## src/hw/src_map.svh

```systemverilog
`ifndef SRC_MAP_SVH
`define SRC_MAP_SVH
// ==========================================================
// Register map
`define SRC_REG_OFFSET 8'h40
`define SRC_BIT_PRESERVE 15
`define SRC_BIT_CPU_RESET 14
`define SRC_BIT_SELFTEST 13
`define SRC_BIT_SLEEP 10
`define SRC_BIT_REFRESH_RST 9
`define SRC_BIT_STALL_INDEP 8
`define SRC_WRITE_MASK 16'he300
`define SRC_RESET_VALUE 16'h0000
// ==========================================================
// Timing
`define SRC_CLK_PERIOD_NS 40
`define SRC_RST_HOLD_NS 1000
`define SRC_RST_HOLD_CYC ((`SRC_RST_HOLD_NS + `SRC_CLK_PERIOD_NS - 1) / `SRC_CLK_PERIOD_NS)
`define SRC_TAIL_CYC 2
`endif

```

## src/hw/src_pkg.sv

```systemverilog
`default_nettype none
package src_pkg;
  // Sequencer states for the processor reset pin
  typedef enum logic [2:0] {
    ST_IDLE, ST_ARMED, ST_QUIET, ST_HOLD, ST_TAIL
  } src_state_e;
  // One configuration access, taken in one clock
  typedef struct packed {
    logic wr;
    logic rd;
    logic [7:0] addr;
    logic [1:0] be;
    logic [15:0] wdata;
  } src_cfg_s;
endpackage : src_pkg
`default_nettype wire

```

## src/hw/src_top.sv

```systemverilog
`timescale 1ns/100ps
`default_nettype none
`include "src_map.svh"
module src_top (
  input wire logic clk,
  input wire logic srst,
  input wire logic hard_rst,
  input wire src_pkg::src_cfg_s cfg,
  input wire logic cfg_wr_done,
  output logic [15:0] cfg_rd_data,
  output logic cfg_rd_valid,
  input wire logic pending_txn,
  input wire logic refresh_done,
  input wire logic soft_reset_msg,
  input wire logic sleep_ack_sent,
  input wire logic channels_calibrated,
  input wire logic platform_reset_in_n,
  input wire logic block_next_request_n,
  input wire logic bus_init_signal_n,
  input wire logic boot_flag_set,
  input wire logic boot_flag_reset,
  input wire logic [31:0] config_value,
  output logic cpu_reset_n,
  output logic [32:0] addr_out,
  output logic addr_oe,
  output logic bus_stall,
  output logic config_hold,
  output logic boot_flag
);
  localparam int RST_HOLD = `SRC_RST_HOLD_CYC;
  localparam logic [7:0] HOLD_LAST = 8'(`SRC_RST_HOLD_CYC - 1);
  localparam logic [7:0] TAIL_LAST = 8'(`SRC_TAIL_CYC - 1);

  logic [15:0] ctrl;
  logic [2:0] sync1;
  logic [2:0] sync2;
  logic plat_prev;
  logic plat_released;
  logic ctrl_hit;
  logic reset_start;
  logic [7:0] cnt;
  src_pkg::src_state_e state;

  // ==========================================================
  // Pin synchronisers
  // Stage one feeds stage two only; metastability stays contained
  genvar gi;
  generate
    for (gi = 0; gi < 3; gi++) begin : g_sync
      always_ff @(posedge clk) begin
        if (srst) begin
          sync1[gi] <= 1'b1;
          sync2[gi] <= 1'b1;
        end else begin
          sync1[gi] <= (gi == 0) ? platform_reset_in_n :
                       (gi == 1) ? block_next_request_n : bus_init_signal_n;
          sync2[gi] <= sync1[gi];
        end
      end
    end
  endgenerate

  assign ctrl_hit = cfg.wr && cfg.be[1] && (cfg.addr == `SRC_REG_OFFSET);
  // Refresh completion skips the pending wait; software and message paths go via QUIET
  assign reset_start = (state == src_pkg::ST_IDLE) && ctrl[`SRC_BIT_REFRESH_RST] && refresh_done;

  // ==========================================================
  // Control register
  // Only the high byte carries fields; low byte reads zero
  always_ff @(posedge clk) begin
    if (srst) begin
      ctrl <= `SRC_RESET_VALUE;
    end else begin
      if (hard_rst) begin
        ctrl[`SRC_BIT_PRESERVE] <= 1'b0;
        if (!ctrl[`SRC_BIT_PRESERVE]) begin
          ctrl[`SRC_BIT_CPU_RESET] <= 1'b0;
          ctrl[`SRC_BIT_SELFTEST] <= 1'b0;
          ctrl[`SRC_BIT_REFRESH_RST] <= 1'b0;
        end
      end else if (ctrl_hit) begin
        ctrl <= (ctrl & ~`SRC_WRITE_MASK) | (cfg.wdata & `SRC_WRITE_MASK);
      end
      // Request bit self-clears once the pin goes low
      if (state == src_pkg::ST_HOLD && cnt == 8'h00) begin
        ctrl[`SRC_BIT_CPU_RESET] <= 1'b0;
      end
      // Set beats clear when both land together
      if (sleep_ack_sent) begin
        ctrl[`SRC_BIT_SLEEP] <= 1'b1;
      end else if (channels_calibrated && plat_released) begin
        ctrl[`SRC_BIT_SLEEP] <= 1'b0;
      end
    end
  end

  // ==========================================================
  // Platform reset release tracking
  always_ff @(posedge clk) begin
    if (srst) begin
      plat_prev <= 1'b1;
      plat_released <= 1'b0;
    end else begin
      plat_prev <= sync2[0];
      if (sync2[0] && !plat_prev) begin
        plat_released <= 1'b1;
      end else if (channels_calibrated || !sync2[0]) begin
        plat_released <= 1'b0;
      end
    end
  end

  // ==========================================================
  // Register reads, answered one clock later
  always_ff @(posedge clk) begin
    if (srst) begin
      cfg_rd_data <= 16'h0000;
      cfg_rd_valid <= 1'b0;
    end else begin
      cfg_rd_valid <= cfg.rd;
      cfg_rd_data <= (cfg.rd && cfg.addr == `SRC_REG_OFFSET) ? {ctrl[15:8], 8'h00} : 16'h0000;
    end
  end

  // ==========================================================
  // Processor reset sequencer
  always_ff @(posedge clk) begin
    if (srst) begin
      state <= src_pkg::ST_IDLE;
      cnt <= 8'h00;
      cpu_reset_n <= 1'b1;
      addr_oe <= 1'b0;
    end else begin
      case (state)
        src_pkg::ST_IDLE: begin
          if (reset_start) begin
            state <= src_pkg::ST_HOLD;
            cnt <= 8'h00;
            cpu_reset_n <= 1'b0;
            addr_oe <= 1'b1;
          end else if (soft_reset_msg) begin
            state <= src_pkg::ST_QUIET;
          end else if (ctrl_hit && cfg.wdata[`SRC_BIT_CPU_RESET]) begin
            state <= src_pkg::ST_ARMED;
          end
        end
        src_pkg::ST_ARMED: begin
          // Write must finish before the reset disturbs its path
          if (cfg_wr_done) begin
            state <= src_pkg::ST_QUIET;
          end
        end
        src_pkg::ST_QUIET: begin
          // Pending traffic drains here; the pin falls only once pending_txn clears
          if (!pending_txn) begin
            state <= src_pkg::ST_HOLD;
            cnt <= 8'h00;
            cpu_reset_n <= 1'b0;
            addr_oe <= 1'b1;
          end
        end
        src_pkg::ST_HOLD: begin
          if (cnt == HOLD_LAST) begin
            state <= src_pkg::ST_TAIL;
            cnt <= 8'h00;
            cpu_reset_n <= 1'b1;
          end else begin
            cnt <= cnt + 8'h01;
          end
        end
        src_pkg::ST_TAIL: begin
          if (cnt == TAIL_LAST) begin
            state <= src_pkg::ST_IDLE;
            cnt <= 8'h00;
            addr_oe <= 1'b0;
          end else begin
            cnt <= cnt + 8'h01;
          end
        end
        default: begin
          state <= src_pkg::ST_IDLE;
        end
      endcase
    end
  end

  // ==========================================================
  // Configuration value drive and stall mode, boot flag
  always_ff @(posedge clk) begin
    if (srst) begin
      addr_out <= 33'h000000000;
      bus_stall <= 1'b0;
      config_hold <= 1'b0;
      boot_flag <= 1'b0;
    end else begin
      addr_out <= {config_value, ctrl[`SRC_BIT_SELFTEST]};
      // Mode 0 lets a bus-init raise a stall as well
      if (ctrl[`SRC_BIT_STALL_INDEP]) begin
        bus_stall <= !sync2[1];
      end else begin
        bus_stall <= !sync2[1] || !sync2[2];
      end
      config_hold <= ctrl[`SRC_BIT_PRESERVE];
      if (boot_flag_reset) begin
        boot_flag <= 1'b0;
      end else if (boot_flag_set) begin
        boot_flag <= 1'b1;
      end else if (hard_rst && !ctrl[`SRC_BIT_PRESERVE]) begin
        boot_flag <= 1'b0;
      end
    end
  end

  // ==========================================================
  // Checks
  chk_write_completes_first: assert property (@(posedge clk) disable iff (srst)
    (state == src_pkg::ST_ARMED && !cfg_wr_done) |=> cpu_reset_n)
    else $error("reset began before write completed");
  chk_quiet_then_assert: assert property (@(posedge clk) disable iff (srst)
    (state == src_pkg::ST_QUIET && !pending_txn) |=> !cpu_reset_n ##1 !cpu_reset_n)
    else $error("reset not asserted when idle");
  chk_pending_blocks_reset: assert property (@(posedge clk) disable iff (srst)
    (state == src_pkg::ST_QUIET && pending_txn) |=> cpu_reset_n)
    else $error("reset asserted with pending traffic");
  chk_hold_time_exact: assert property (@(posedge clk) disable iff (srst)
    $fell(cpu_reset_n) |-> ##RST_HOLD $rose(cpu_reset_n))
    else $error("reset hold time wrong");
  chk_tail_drive: assert property (@(posedge clk) disable iff (srst)
    $rose(cpu_reset_n) |-> addr_oe ##1 addr_oe ##1 !addr_oe)
    else $error("config drive tail wrong");
  chk_drive_during_reset: assert property (@(posedge clk) disable iff (srst)
    !cpu_reset_n |-> addr_oe)
    else $error("config not driven in reset");
  chk_selftest_line: assert property (@(posedge clk) disable iff (srst)
    (addr_oe && $past(ctrl[`SRC_BIT_SELFTEST])) |-> addr_out[0])
    else $error("address line three not asserted");
  chk_sleep_sets: assert property (@(posedge clk) disable iff (srst)
    sleep_ack_sent |=> ctrl[`SRC_BIT_SLEEP])
    else $error("sleep flag not set");
  chk_preserve_clears: assert property (@(posedge clk) disable iff (srst)
    hard_rst |=> !ctrl[`SRC_BIT_PRESERVE])
    else $error("preserve bit survived reset");
  chk_preserve_keeps: assert property (@(posedge clk) disable iff (srst)
    (hard_rst && ctrl[`SRC_BIT_PRESERVE]) |=> $stable(ctrl[`SRC_BIT_REFRESH_RST]))
    else $error("preserved field cleared");
  chk_refresh_reset: assert property (@(posedge clk) disable iff (srst)
    reset_start |=> !cpu_reset_n)
    else $error("refresh reset missing");
  chk_stall_indep: assert property (@(posedge clk) disable iff (srst)
    ctrl[`SRC_BIT_STALL_INDEP] |=> bus_stall == !$past(sync2[1]))
    else $error("stall depends on bus init");
endmodule : src_top
`default_nettype wire

```

## config.mk

```make
export PLATFORM = sky130hd
export DESIGN_NAME = src_top
export DESIGN_NICKNAME = d
export VERILOG_FILES = /design/src/hw/src_pkg.sv /design/src/hw/src_top.sv
export VERILOG_INCLUDE_DIRS = /design/src /design/src/hw
export SDC_FILE = /design/constraint.sdc
export NUM_CORES = 1
export LEC_CHECK = 0
export ABC_AREA = 0
export BUFFER_PORTS_ARGS = -buffer_cell sky130_fd_sc_hd__buf_4
export CORE_ASPECT_RATIO = 0.6
export CORE_MARGIN = 2
export CORE_UTILIZATION = 48
export DETAILED_ROUTE_END_ITERATION = 10
export PLACE_DENSITY = 0.83
export SETUP_SLACK_MARGIN = 0.3
export SLEW_MARGIN = 0
export SYNTH_ARGS = -nofsm -noshare
export SYNTH_HDL_FRONTEND = slang
export SYNTH_SLANG_ARGS = --single-unit
export TNS_END_PERCENT = 10
```

## constraint.sdc

```tcl
create_clock -name clk -period 4.1 [get_ports clk]
set_clock_uncertainty 0.05 [all_clocks]
set_input_delay 0.205 -clock clk [delete_from_list [all_inputs] [get_ports clk]]
set_output_delay 0.205 -clock clk [all_outputs]
set_load 0.02 [all_outputs]
```

==> metrics.md <==
| Metric | Value |
|---|---|
| Syn Std Cell Area | `2584 µm²` |
| Crit-path cells | `or3b_2 -> a31oi_1 -> o211ai_1 -> a21oi_1` |
| Top cell type by total area after synthesis | `dfxtp_1` |
| CTS tree | `yes` |
| Power, Total | `0.001514 W` |
| Die height | `60.83 µm` |
| Largest net degree at the start of global routing | `58` |
| Count of cell types in the netlist | `46` |
| Worst Path Buf+Inv | `0` |
| RSZ-0062 raised after global routing | `false` |
| Worst Path Required | `4.31 ns` |
| Tcrit/Tclk final | `0.5500` |
| Initial Util | `0.5037` |
| Setup-failing EPs final | `0` |
| Core Rows | `20` |
| Die width | `98.72 µm` |
| Clk slew on worst S/H paths | `0.07 ns` |
| Final TNS setup | `0 ns` |
| Total CTS buffers | `9` |
| Clock Sink Count | `70` |
| Synth area leaders | `dfxtp_1, nor2b_1, buf_4` |
| Final Hold Viols | `0` |
| Die area | `6005 µm²` |
| Worst path setup slack after routing | `1.845 ns` |
| Iteration count of the initial detailed-routing pass | `5` |
| CTS H-tree depth | `3` |
| Maximum clock frequency | `443.5 MHz` |
| Type of the tightest min-delay check | `primary input to register` |
| Critical path's top delay family | `compound AO/OA/AOI/OAI gates` |
| Initial antenna violation count | `0` |
| Max Cap Violations | `0` |
| P_leak | `1.594 nW` |
| Hold path start | `config_value[2]` |
| Most frequent cell after synthesis | `dfxtp_1` |
| CP Capture Type | `register` |
| Seq/Total Area, Yosys | `0.5424` |
| DR vias | `2201` |
| DRC | `0` |
| Post-Layout Cell Count | `437` |
| Share of layout cells above drive strength 1 | `0.3774` |
| Placed cells | `418` |
| Post-synth EDFFs | `0` |
| Worst r2r src | `state[2]` |
| Setup WS pre-CTS | `1.937 ns` |
| CTS Root Cell | `clkbuf_8` |
| Status | `completed` |
| Core region area | `5130 µm²` |
| Hold Path Cell Cnt | `2` |
| Synth Instances | `257` |
| Final-layout fill cell count | `378` |
| Crit Path Class | `register to register` |
| GRT Total Usage | `0.2065` |
| Vias/cell | `5.037` |
| Cells on worst reg2reg path | `4` |
| Commonest cells in the netlist | `dfxtp_1, nor2b_1, a21oi_1, nand2_1, inv_1` |
| Hold Path Sink | `addr_out[3]` |
| Fin nets | `444` |
| Yosys warns | `0` |
| Routed Antenna Nets | `0` |
| ANT cells | `0` |
| Sequential Area | `1401 µm²` |
| Final core utilization | `0.7100` |
| Vias in the first global route | `1974` |
| Buffers added on ports | `106` |
| I/O Pins | `129` |
| Ys flop type | `dfxtp_1` |
| RR Endpoint | `cnt[1]` |
| P&R area growth vs syn | `40.97%` |
| Initial DRC Count | `100` |
| Routability cong. | `0.8784` |
| Crit-path max FO | `11` |
| Crit path time final | `2.255 ns` |
| Global route overflow | `0` |
| R2R Setup Slk | `1.85 ns` |
| FF+latch count, synth | `70` |
| Dpl hpwl | `4.350 mm` |
| Crit-path max cell delay | `0.76 ns` |
| Worst-Margin Slew | `0.9956 ns` |
| Slew HR | `0.3332` |
| Global-route wire length before repair | `9.480 mm` |
| Arr. time, crit path | `2.46 ns` |
| Post-CTS Resized | `0` |
| Worst skew pair latency | `0.33 ns` |
| Mean area per synthesized cell | `10.05 µm²` |
| Post-synth ARST share | `0` |
| Synth top area share | `0.5424` |
| Pwr dens | `415.8 nW/µm²` |
| Total wire length | `5.975 mm` |
| WL per Instance | `13.67 µm` |
| Crit path launch type | `register` |
| Clock Path Buffers | `2` |
| Pins Over Slew Limit | `0` |
| CP max stage cell | `a31oi_1` |
| Multi-input logic area | `1060 µm²` |
| Worst VDD drop | `0.0002297 V` |
## cell families (layout without fill, tap and decap cells)
| logic type | Yosys count | after routing | share of synthesized area |
|---|---|---|---|
| AND/OR/NAND/NOR | 104 | 104 | 0.2475 |
| flip-flops | 70 | 70 | 0.5424 |
| AO/OA/AOI/OAI | 45 | 45 | 0.1220 |
| buffers and inverters | 31 | 136 | 0.06053 |
| adder cells (fa/ha/maj) | 3 | 3 | 0.01453 |
| multiplexers | 3 | 3 | 0.01162 |
| other | 1 | 10 | 0.001451 |
## timing repair
action                                 4_1_cts  5_1_grt
buffers inserted                             0        0
endpoints found under the hold margin        4        0
hold buffers                                 4        0
## layout make-up
type                    instances  share of cell area
flip-flops and latches         70              0.3847
multi-input cells             165              0.2910
repair buffers                110              0.2295
clock buffers                  10             0.03779
clock inverters                 5             0.02302
well taps                      66             0.02267
inverters                      11             0.01134
## how the worst max path moves through the flow
stage                        start  endpoint  slack [ns]  cells after the start
final                     state[2]    cnt[1]        1.85                      4
after detailed placement  state[1]    cnt[1]        1.94                      4
after CTS                 state[2]    cnt[1]        1.92                      4
after global placement    state[2]    cnt[1]        1.98                      4
after global routing      state[2]    cnt[1]        1.73                      4
after floorplan            cfg[23]  ctrl[14]        2.44                      4
## cells in the final DEF, fill, tap and decap left out, types with 3 or more instances in the layout
master	count
mux2i_1	3
nor3_1	5
nand3b_1	5
buf_4	106
dfxtp_1	70
and2_1	9
o21a_1	3
inv_1	11
conb_1	10
nand2_1	12
or2_2	7
a21oi_1	12
nor2b_1	37
nor2_1	10
nand3_1	4
o21ai_0	9
dlygate4sd3_1	4
o221ai_1	6
ha_1	3
clkbuf_8	10
## registers in the layout, summed over array words and instances, names as in the netlist
name           flops
ctrl               6
bus_stall          1
cpu_reset_n        1
addr_oe            1
cfg_rd_valid       1
state              3
plat_prev          1
plat_released      1
boot_flag          1
sync2              3
addr_out          33
sync1              3
cnt                8
config_hold        1
cfg_rd_data        6
## stage by stage
step / cell area (µm²) / hold slack, ns
2_1_floorplan: 2618 / 0.2318
3_3_place_gp: 3381 / 0.3170
3_5_place_dp: 3381 / 0.3194
4_1_cts: 3642 / 0.01877
5_1_grt: 3642 / 0.01339
6_report: 3642 / 0.02981
## layer usage
layer  track usage  share of wire  vias up
met3       0.07604          0.095       14
met5             0              0        -
met2        0.3372           0.47      115
met4       0.08219          0.016        0
li1              -              -     1075
met1        0.2559           0.42      997
## power breakdown
group          internal [W]  switching [W]
sequential         0.000709      0.0000179
clock              0.000357       0.000247
combinational     0.0000936      0.0000899
total               0.00116       0.000355
(Power assumes the default switching activity.)
